===== src/hdl/dcc_pkg.sv =====
/*
 * Package for the dual comparator control block: register offsets,
 * field positions, reset values and the structs that carry control
 * fields and analog selections.
 * Assumes a 32-bit APB register bus with byte addresses.
 */
package dcc_pkg;

    // Register byte offsets
    localparam logic [7:0] OFF_CTRL1 = 8'h00;
    localparam logic [7:0] OFF_CTRL2 = 8'h04;
    localparam logic [7:0] OFF_STAT = 8'h08;
    localparam logic [7:0] OFF_FLAG = 8'h0c;
    localparam logic [7:0] OFF_IEN = 8'h10;
    localparam logic [7:0] OFF_MCTL = 8'h14;
    localparam logic [7:0] OFF_PDIR = 8'h18;
    localparam logic [7:0] OFF_PDAT = 8'h1c;

    // Field positions
    localparam int FLAG_CM1_BIT = 5;
    localparam int FLAG_CM2_BIT = 6;
    localparam int MCTL_PERIPHERAL_IRQ_ENABLE_BIT = 6;
    localparam int MCTL_GIE_BIT = 7;
    localparam int PDIR_CM1_BIT = 2;
    localparam int PDIR_CM2_BIT = 1;

    // Encodings
    localparam logic [1:0] EVT_OFF = 2'h0;
    localparam logic [1:0] EVT_RISE = 2'h1;
    localparam logic [1:0] EVT_FALL = 2'h2;
    localparam logic [1:0] EVT_ANY = 2'h3;
    localparam logic [1:0] INM_PIN_B = 2'h0;
    localparam logic [1:0] INM_PIN_C = 2'h1;
    localparam logic [1:0] INM_PIN_D = 2'h2;
    localparam logic [1:0] INM_FIXED_REF = 2'h3;

    // Reset values
    localparam logic [7:0] CTRL_RST = 8'h1f;
    localparam logic [1:0] PDIR_RST = 2'h3;
    localparam logic [1:0] PDAT_RST = 2'h0;

    // Package pin counts served
    localparam int PINS_SMALL = 64;
    localparam int PINS_LARGE = 80;

    // comparator_control_reg layout, bit 7 first
    typedef struct packed {
        logic enable_bit;
        logic output_to_pin;
        logic output_invert;
        logic [1:0] event_polarity;
        logic reference_select;
        logic [1:0] inverting_input_select;
    } dcc_ctrl_t;

    // Selections handed to one analog comparator core
    typedef struct packed {
        logic power_on;
        logic noninv_from_ref;
        logic [1:0] inv_sel;
        logic inv_connected;
    } dcc_ana_t;

endpackage : dcc_pkg


===== src/hdl/dcc_sync.sv =====
/*
 * Two-flop synchroniser for the asynchronous comparator results.
 * Assumes the inputs change no faster than a few clock periods.
 */
`timescale 1ns/10ps
module dcc_sync #(
    parameter int WIDTH = 2
) (
    // Clock and reset
    input wire logic core_clk_i,
    input wire logic nrst_i,
    // Data
    input wire logic [WIDTH-1:0] async_i,
    output logic [WIDTH-1:0] sync_o
);

    logic [1:0][WIDTH-1:0] st;
    logic [1:0][WIDTH-1:0] next_st;

    always_comb
    begin
        next_st[0] = async_i;
        next_st[1] = st[0];
    end

    always_ff @(posedge core_clk_i or negedge nrst_i)
    begin
        if (!nrst_i)
        begin
            st <= '0;
        end
        else
        begin
            st <= next_st;
        end
    end

    assign sync_o = st[1];

endmodule : dcc_sync


===== src/hdl/dcc_top.sv =====
/*
 * Dual comparator control: per-comparator control registers, input
 * selection to the analog cores, polarity, pin output mux, status and
 * event flags with interrupt gating, reached over APB.
 * Assumes the analog cores report raw results asynchronously and that
 * the pad logic resolves the pins from pin_out_o and pin_oe_n_o.
 */
// Functional notes
// Comparator powered and running only while its enable_bit is set.
// inverting_input_select routes pin B, C, D or fixed reference to inverting input.
// Encoding 00 pin B, 01 pin C, 10 pin D, 11 fixed reference.
// reference_select clear connects non-inverting input to input pin A.
// reference_select set connects programmable reference to non-inverting input.
// Result high when non-inverting input exceeds inverting input, uninverted.
// output_invert inverts result for status, pin and event detector.
// Status bit 0 shows comparator 1, bit 1 comparator 2; read-only.
// output_to_pin switches the port pin from port data to result.
// Port direction bits stay the pin output enables meanwhile.
// event_polarity picks which result transitions set the flag.
// Mode 01 sets on rising result, mode 10 on falling result.
// Mode 11 sets the flag on every result change.
// Mode 00 never sets the flag from transitions.
// Writing mode 11 into event_polarity sets the flag itself.
// Flags live in bits 6:5 of the flag register.
// A set flag stays set until software writes zero.
// Software writing one to a flag sets it.
// Request raised only with flag, own, peripheral and global enables set.
// Flags set on events even when interrupt enables are clear.
// Inversion acts like swapping inputs; edges follow the inverted result.
// Software must make the selected input pin an analog input.
// Small package lacks C and D; large lacks D on comparator 1.
// Reset returns both control registers to reset values, comparators off.
// Raw results synchronised before edge detection and status capture.
// A disabled comparator presents a constant result and raises no events; here it is held low, so disabling while high sets the flag in modes 10 and 11.
`timescale 1ns/10ps
module dcc_top #(
    parameter int PKG_PINS = dcc_pkg::PINS_LARGE
) (
    // Clock and reset
    input wire logic core_clk_i,
    input wire logic nrst_i,
    // APB slave
    input wire logic [7:0] paddr_i,
    input wire logic psel_i,
    input wire logic penable_i,
    input wire logic pwrite_i,
    input wire logic [31:0] pwdata_i,
    output logic [31:0] prdata_o,
    output logic pready_o,
    output logic pslverr_o,
    // Analog comparator cores, index 0 is comparator 1
    input wire logic [1:0] cmp_raw_i,
    output dcc_pkg::dcc_ana_t [1:0] ana_o,
    // Comparator output pins, index 0 is comparator 1
    output logic [1:0] pin_out_o,
    output logic [1:0] pin_oe_n_o,
    // Interrupt requests, index 0 is comparator 1
    output logic [1:0] irq_o
);

    typedef struct packed {
        dcc_pkg::dcc_ctrl_t [1:0] ctrl;
        dcc_pkg::dcc_ana_t [1:0] ana;
        logic [1:0] res;
        logic [1:0] flag;
        logic [1:0] ien;
        logic peripheral_irq_enable;
        logic global_irq_enable;
        logic [1:0] pdir;
        logic [1:0] pdat;
        logic [1:0] pin_out;
        logic [1:0] irq;
        logic [31:0] prdata;
        logic pready;
        logic pslverr;
    } dcc_state_t;

    localparam dcc_state_t STATE_RST = '{
        ctrl: {dcc_pkg::CTRL_RST, dcc_pkg::CTRL_RST},
        ana: '0,
        res: '0,
        flag: '0,
        ien: '0,
        peripheral_irq_enable: 1'b0,
        global_irq_enable: 1'b0,
        pdir: dcc_pkg::PDIR_RST,
        pdat: dcc_pkg::PDAT_RST,
        pin_out: '0,
        irq: '0,
        prdata: '0,
        pready: 1'b0,
        pslverr: 1'b0
    };

    // Only the two bonded package sizes are served
    if (PKG_PINS != dcc_pkg::PINS_SMALL && PKG_PINS != dcc_pkg::PINS_LARGE)
    begin : g_pins_chk
        $error("dcc_top: PKG_PINS must be 64 or 80");
    end

    // Whether an inverting-input choice is bonded out on this package
    function automatic logic inm_avail(input int idx, input logic [1:0] sel);
        logic ok;
        ok = 1'b1;
        if (sel == dcc_pkg::INM_PIN_C || sel == dcc_pkg::INM_PIN_D)
        begin
            if (PKG_PINS == dcc_pkg::PINS_SMALL)
            begin
                ok = 1'b0;
            end
            else if (idx == 0 && sel == dcc_pkg::INM_PIN_D)
            begin
                ok = 1'b0;
            end
        end
        return ok;
    endfunction : inm_avail

    // Transition qualification for one comparator
    function automatic logic evt_hit(input logic [1:0] mode, input logic prev, input logic cur);
        logic hit;
        case (mode)
            dcc_pkg::EVT_RISE: hit = !prev && cur;
            dcc_pkg::EVT_FALL: hit = prev && !cur;
            dcc_pkg::EVT_ANY: hit = prev ^ cur;
            default: hit = 1'b0;
        endcase
        return hit;
    endfunction : evt_hit

    dcc_state_t st;
    dcc_state_t next_st;
    logic [1:0] raw_sync;

    // Raw results cross into the clock domain before any use
    dcc_sync #(
        .WIDTH(2)
    ) u_sync (
        .core_clk_i(core_clk_i),
        .nrst_i(nrst_i),
        .async_i(cmp_raw_i),
        .sync_o(raw_sync)
    );

    logic setup;
    logic wr_en;
    logic mapped;
    logic [1:0] cur_res;
    logic [1:0] hw_evt;
    logic [1:0] mode_set;
    logic [1:0] flag_wr;
    logic [31:0] rd_val;

    always_comb
    begin
        next_st = st;
        setup = psel_i && !penable_i;
        wr_en = psel_i && penable_i && st.pready && pwrite_i && !st.pslverr;
        cur_res = '0;
        hw_evt = '0;
        mode_set = '0;
        flag_wr = st.flag;
        rd_val = '0;

        // Polarity-adjusted result; constant low while disabled
        for (int i = 0; i < 2; i++)
        begin
            cur_res[i] = st.ctrl[i].enable_bit && (raw_sync[i] ^ st.ctrl[i].output_invert);
            hw_evt[i] = evt_hit(st.ctrl[i].event_polarity, st.res[i], cur_res[i]);
        end
        next_st.res = cur_res;

        // Register decode
        case (paddr_i)
            dcc_pkg::OFF_CTRL1: rd_val[7:0] = st.ctrl[0];
            dcc_pkg::OFF_CTRL2: rd_val[7:0] = st.ctrl[1];
            dcc_pkg::OFF_STAT: rd_val[1:0] = st.res;
            dcc_pkg::OFF_FLAG:
            begin
                rd_val[dcc_pkg::FLAG_CM1_BIT] = st.flag[0];
                rd_val[dcc_pkg::FLAG_CM2_BIT] = st.flag[1];
            end
            dcc_pkg::OFF_IEN:
            begin
                rd_val[dcc_pkg::FLAG_CM1_BIT] = st.ien[0];
                rd_val[dcc_pkg::FLAG_CM2_BIT] = st.ien[1];
            end
            dcc_pkg::OFF_MCTL:
            begin
                rd_val[dcc_pkg::MCTL_PERIPHERAL_IRQ_ENABLE_BIT] = st.peripheral_irq_enable;
                rd_val[dcc_pkg::MCTL_GIE_BIT] = st.global_irq_enable;
            end
            dcc_pkg::OFF_PDIR:
            begin
                rd_val[dcc_pkg::PDIR_CM1_BIT] = st.pdir[0];
                rd_val[dcc_pkg::PDIR_CM2_BIT] = st.pdir[1];
            end
            dcc_pkg::OFF_PDAT:
            begin
                rd_val[dcc_pkg::PDIR_CM1_BIT] = st.pdat[0];
                rd_val[dcc_pkg::PDIR_CM2_BIT] = st.pdat[1];
            end
            default: rd_val = '0;
        endcase
        mapped = (paddr_i[1:0] == 2'h0) && (paddr_i <= dcc_pkg::OFF_PDAT);

        // Answer comes in the access phase, one edge after setup
        next_st.pready = setup;
        next_st.pslverr = setup && !mapped;
        if (setup)
        begin
            next_st.prdata = (mapped && !pwrite_i) ? rd_val : '0;
        end

        if (wr_en)
        begin
            case (paddr_i)
                dcc_pkg::OFF_CTRL1:
                begin
                    next_st.ctrl[0] = pwdata_i[7:0];
                    mode_set[0] = pwdata_i[4:3] == dcc_pkg::EVT_ANY;
                end
                dcc_pkg::OFF_CTRL2:
                begin
                    next_st.ctrl[1] = pwdata_i[7:0];
                    mode_set[1] = pwdata_i[4:3] == dcc_pkg::EVT_ANY;
                end
                dcc_pkg::OFF_FLAG:
                begin
                    flag_wr[0] = pwdata_i[dcc_pkg::FLAG_CM1_BIT];
                    flag_wr[1] = pwdata_i[dcc_pkg::FLAG_CM2_BIT];
                end
                dcc_pkg::OFF_IEN:
                begin
                    next_st.ien[0] = pwdata_i[dcc_pkg::FLAG_CM1_BIT];
                    next_st.ien[1] = pwdata_i[dcc_pkg::FLAG_CM2_BIT];
                end
                dcc_pkg::OFF_MCTL:
                begin
                    next_st.peripheral_irq_enable = pwdata_i[dcc_pkg::MCTL_PERIPHERAL_IRQ_ENABLE_BIT];
                    next_st.global_irq_enable = pwdata_i[dcc_pkg::MCTL_GIE_BIT];
                end
                dcc_pkg::OFF_PDIR:
                begin
                    next_st.pdir[0] = pwdata_i[dcc_pkg::PDIR_CM1_BIT];
                    next_st.pdir[1] = pwdata_i[dcc_pkg::PDIR_CM2_BIT];
                end
                dcc_pkg::OFF_PDAT:
                begin
                    next_st.pdat[0] = pwdata_i[dcc_pkg::PDIR_CM1_BIT];
                    next_st.pdat[1] = pwdata_i[dcc_pkg::PDIR_CM2_BIT];
                end
                default:
                begin
                    next_st.ien = st.ien;
                end
            endcase
        end

        // Hardware sets win over a software clear in the same cycle
        next_st.flag = flag_wr | hw_evt | mode_set;

        for (int i = 0; i < 2; i++)
        begin
            next_st.ana[i].power_on = next_st.ctrl[i].enable_bit;
            next_st.ana[i].noninv_from_ref = next_st.ctrl[i].reference_select;
            next_st.ana[i].inv_sel = next_st.ctrl[i].inverting_input_select;
            next_st.ana[i].inv_connected = next_st.ctrl[i].enable_bit
                && inm_avail(i, next_st.ctrl[i].inverting_input_select);
            next_st.pin_out[i] = next_st.ctrl[i].output_to_pin ? cur_res[i] : next_st.pdat[i];
            next_st.irq[i] = next_st.flag[i] && next_st.ien[i] && next_st.peripheral_irq_enable && next_st.global_irq_enable;
        end
    end

    always_ff @(posedge core_clk_i or negedge nrst_i)
    begin
        if (!nrst_i)
        begin
            st <= STATE_RST;
        end
        else
        begin
            st <= next_st;
        end
    end

    assign prdata_o = st.prdata;
    assign pready_o = st.pready;
    assign pslverr_o = st.pslverr;
    assign ana_o = st.ana;
    assign pin_out_o = st.pin_out;
    assign pin_oe_n_o = st.pdir;
    assign irq_o = st.irq;

endmodule : dcc_top


===== config.mk =====
export PLATFORM = sky130hd
export DESIGN_NAME = dcc_top
export DESIGN_NICKNAME = d
export VERILOG_FILES = /design/src/hdl/dcc_pkg.sv /design/src/hdl/dcc_sync.sv /design/src/hdl/dcc_top.sv
export SDC_FILE = /design/constraint.sdc
export NUM_CORES = 1
export LEC_CHECK = 0
export BUFFER_PORTS_ARGS = -buffer_cell sky130_fd_sc_hd__clkbuf_2
export CAP_MARGIN = 0
export CELL_PAD_IN_SITES_DETAIL_PLACEMENT = 0
export CELL_PAD_IN_SITES_GLOBAL_PLACEMENT = 1
export CORE_MARGIN = 3
export CORE_UTILIZATION = 35
export CTS_BUF_LIST = sky130_fd_sc_hd__clkbuf_4 sky130_fd_sc_hd__clkbuf_8
export CTS_CLUSTER_SIZE = 24
export DETAILED_ROUTE_END_ITERATION = 8
export MAX_ROUTING_LAYER = met4
export PLACE_DENSITY = 0.83
export SLEW_MARGIN = 15
export SYNTH_ARGS = -nofsm -noshare
export SYNTH_HDL_FRONTEND = slang
export SYNTH_SLANG_ARGS = --single-unit

===== constraint.sdc =====
create_clock -name core_clk_i -period 3.1 [get_ports core_clk_i]
set_input_delay 0.31 -clock core_clk_i [delete_from_list [all_inputs] [get_ports core_clk_i]]
set_output_delay 0.31 -clock core_clk_i [all_outputs]
set_load 0.05 [all_outputs]

==> flow_metrics.py <==
metrics = {
    "clock_tree": {
        "hold_buffers": 0,
        "postCtsSetupBuffers": 0,
        "cts_made_buffers": 5,
        "root_buffer": "clkbuf_8",
        "cts_tree": "done",
        "cts-resized-gates": 0,
        "clock_path_buffers": 2,
        "cts_sinks": 53,
        "clkTransAtPathRegs_ns": 0.11,
        "cts_max_level": 2,
        "clk_latency_ns": 0.31,
    },
    "die": {
        "die_area_um2": 9200,
        "core-area_um2": 7770,
        "ios": 97,
        "rows": 32,
        "die_x_um": 95.9,
        "start_util": 0.364,
        "fp.dieH_um": 95.9,
    },
    "power_and_ir_drop": {
        "p_int_mw": 0.891,
        "comb_power_share": 0.120,
        "irDropWorstVdd_v": 0.000157,
        "p_total_mw": 1.26,
        "power_frac_clock": 0.321,
        "p_leak_nw": 1.52,
        "power_density_nw_per_um2": 421,
        "netSwitchingPower_mw": 0.368,
        "p_sw_frac": 0.292,
        "p_seq_frac": 0.559,
    },
    "detailed_routing": {
        "drc": 0,
        "wl_um": 5800,
        "viasPerCell": 4.62,
        "dr.pass1.iters": 6,
        "ant_nets": 0,
        "wl_per_cell_um": 14.6,
        "num_vias": 1835,
        "first_iter_violations": 79,
    },
    "place": {
        "gp_congestion": 0.843,
        "place_hpwl_um": 4490,
        "port_buffers": 48,
        "dp.cells": 389,
        "pre_cts_ws_ns": 0.797,
    },
    "final_layout": {
        "area_delta_synth_final_pct": 5.71,
        "insertedDiodeCount": 0,
        "drive_gt1_frac": 0.308,
        "final_nets": 345,
        "stdcell_count": 397,
    },
    "yosys": {
        "synth_area_leader_cell": "dfrtp_1",
        "yosysWarnings": 0,
        "syn_avg_cell_area_um2": 10.4,
        "mappedNetlistArea_um2": 2830,
        "synth-adder-area-share": 0.0177,
        "synthArstFlopShare": 1.00,
        "synth_edf_count": 0,
        "ys_seq_area_frac": 0.474,
        "synthSimpleGateAreaFrac": 0.178,
        "syn_inst": 272,
        "synth-seq-cells": 53,
        "netlist.area_leader.share": 0.363,
        "synth_ff_type": "dfrtp_1",
        "synthDistinctLibCells": 42,
        "synth_top_family_by_area": "simple AND/OR/NAND/NOR gates",
        "synthTopCellsByArea": "dfrtp_1 (36%), buf_4 (13%), dfstp_2 (11%)",
        "synth_compound_area_frac": 0.0663,
        "muxShareOfSynthArea": 0.101,
        "synth_xor_area_frac": 0.00619,
    },
    "worst_setup_path": {
        "crit_type": "input pin to flip-flop",
        "cp-start-kind": "input pin",
        "cp_max_fo": 16,
        "crit_arrival_ns": 2.16,
        "r2r_cells": 5,
        "cp.required_ns": 3.30,
        "r2r_setup_slack_ns": 1.15,
        "cp-startpoint": "paddr_i[2]",
        "reg2reg_from": "pslverr_o$_DFF_PN0_",
        "cp-end-kind": "flip-flop",
        "timing.rr.end": "pin_out_o[0]$_DFF_PN0_",
    },
    "global_routing": {
        "antenna_found_initial": 0,
        "grt_pass1_wl_um": 9350,
        "grt_max_degree": 35,
        "grt_overflow": 0,
        "grt_pass1_vias": 1835,
        "grt_usage": 0.138,
    },
    "sta": {
        "min_period_over_period": 0.630,
        "timing.final.hold_violations": 0,
        "setup_slack_ns": 1.15,
        "tightestPinTransition_ns": 0.845,
        "timing_max_transition_violations_final": 0,
        "setup-tns-final_ns": 0,
        "relSlewSlack": 0.437,
        "fin_worst_skew_ns": 0.0130,
        "fmax_mhz": 512,
        "rsz0062_at_grt": "no",
        "finalSetupViolCount": 0,
        "period_minus_slack_ns": 1.95,
    },
    "job": {
        "drv_cap": 0,
    },
    "outcome": {
        "status": "completed",
    },
    "hold_path": {
        "hp-class": "input pin to asynchronous set/reset pin",
    },
}
==> synth_stat cells, types with 3 or more instances <==
library cell,count
buf_2,4
a21oi_1,4
nand4_1,6
nor2_1,4
o21ai_1,7
nand3_1,4
inv_1,10
dfrtp_1,41
mux2_2,12
buf_4,48
nand2_1,52
a31oi_1,6
mux2_4,4
clkbuf_1,6
a211oi_1,3
dfstp_2,12
ha_1,4
nand2b_1,8
mux2i_1,9
==> sequential cells by signal, indices dropped and copies added, names as in the netlist <==
| signal | count |
|---|---|
| pin_out_o | 2 |
| prdata_o | 8 |
| pready_o | 1 |
| irq_o | 2 |
| st | 24 |
| u_sync.sync_o | 2 |
| pslverr_o | 1 |
| u_sync.next_st | 2 |
| pin_oe_n_o | 2 |
| ana_o | 9 |
==> worst max path at each step <==
| stage | to | slack [ns] |
|---|---|---|
| 6_report | pin_out_o[0]$_DFF_PN0_ | 1.15 |
| 5_1_grt | pin_out_o[0]$_DFF_PN0_ | 1.01 |
| 4_1_cts | pin_out_o[0]$_DFF_PN0_ | 1.13 |
| 3_5_place_dp | pin_out_o[0]$_DFF_PN0_ | 0.80 |
| 3_3_place_gp | pin_out_o[0]$_DFF_PN0_ | 0.85 |
| 2_1_floorplan | pin_out_o[1]$_DFF_PN0_ | 1.18 |
==> cell families after synthesis <==
logic type | count (synthesis)
other | 1
XOR/XNOR | 2
buffers and inverters | 68
flip-flops | 53
AO/OA/AOI/OAI | 29
adder cells (fa/ha/maj) | 4
multiplexers | 25
AND/OR/NAND/NOR | 90
==> worst max-delay path: stages <==
cell and delay (ns):
clkbuf_2 0.27, nor4_1 0.57, nand4_1 0.16, buf_4 0.21, mux2_4 0.32, mux2_4 0.30
==> cell type report <==
| class | instances | area [um^2] |
|---|---|---|
| clock buffer | 5 | 68.8 |
| inverter | 10 | 37.5 |
| tap | 102 | 128 |
| multi-input combinational | 174 | 1130 |
| sequential | 53 | 1340 |
| fill | 788 | 4780 |
| timing repair buffer | 50 | 255 |
| clock inverter | 3 | 26.3 |
==> per-layer routing <==
metal / vias to the layer above / GRT usage / part of all wire
met4: 0 / 0.0391 / 0.010
li1: 899 / - / -
met2: 58 / 0.226 / 0.50
met3: 4 / 0.0281 / 0.053
met5: - / - / 0
met1: 874 / 0.173 / 0.44
==> per-stage QoR <==
step | util | hold slack, ns | instance area [um^2]
after floorplan | - | 0.0144 | 2920
after CTS | 0.385 | 0.0997 | 2990
after global placement | 0.373 | 0.333 | 2900
after detailed placement | 0.373 | 0.335 | 2900
final | 0.385 | 0.0925 | 2990
after global routing | 0.385 | 0.0880 | 2990
==> power by group through the flow <==
| stage | clock (mW) | sequential [mW] | combinational [mW] |
|---|---|---|---|
| after floorplan | 0 | 0.720 | 0.122 |
| after global placement | 0 | 0.716 | 0.150 |
| after detailed placement | 0 | 0.716 | 0.152 |
| after CTS | 0.413 | 0.703 | 0.152 |
| after global routing | 0.444 | 0.704 | 0.164 |
| final | 0.404 | 0.703 | 0.151 |
==> cells in the final DEF, fill, tap and decap left out, types with 3 or more instances in the layout <==
master,n
nand2_1,52
conb_1,24
mux2_4,4
clkbuf_8,5
nor2_1,4
inv_1,10
dfstp_2,12
nand4_1,6
nand3_1,4
ha_1,4
dfrtp_1,41
clkbuf_2,48
mux2i_1,9
a21oi_1,4
a31oi_1,6
a211oi_1,3
nand2b_1,8
o21ai_1,7
mux2_2,12
No activity file was read; power rests on OpenSTA's default activity.
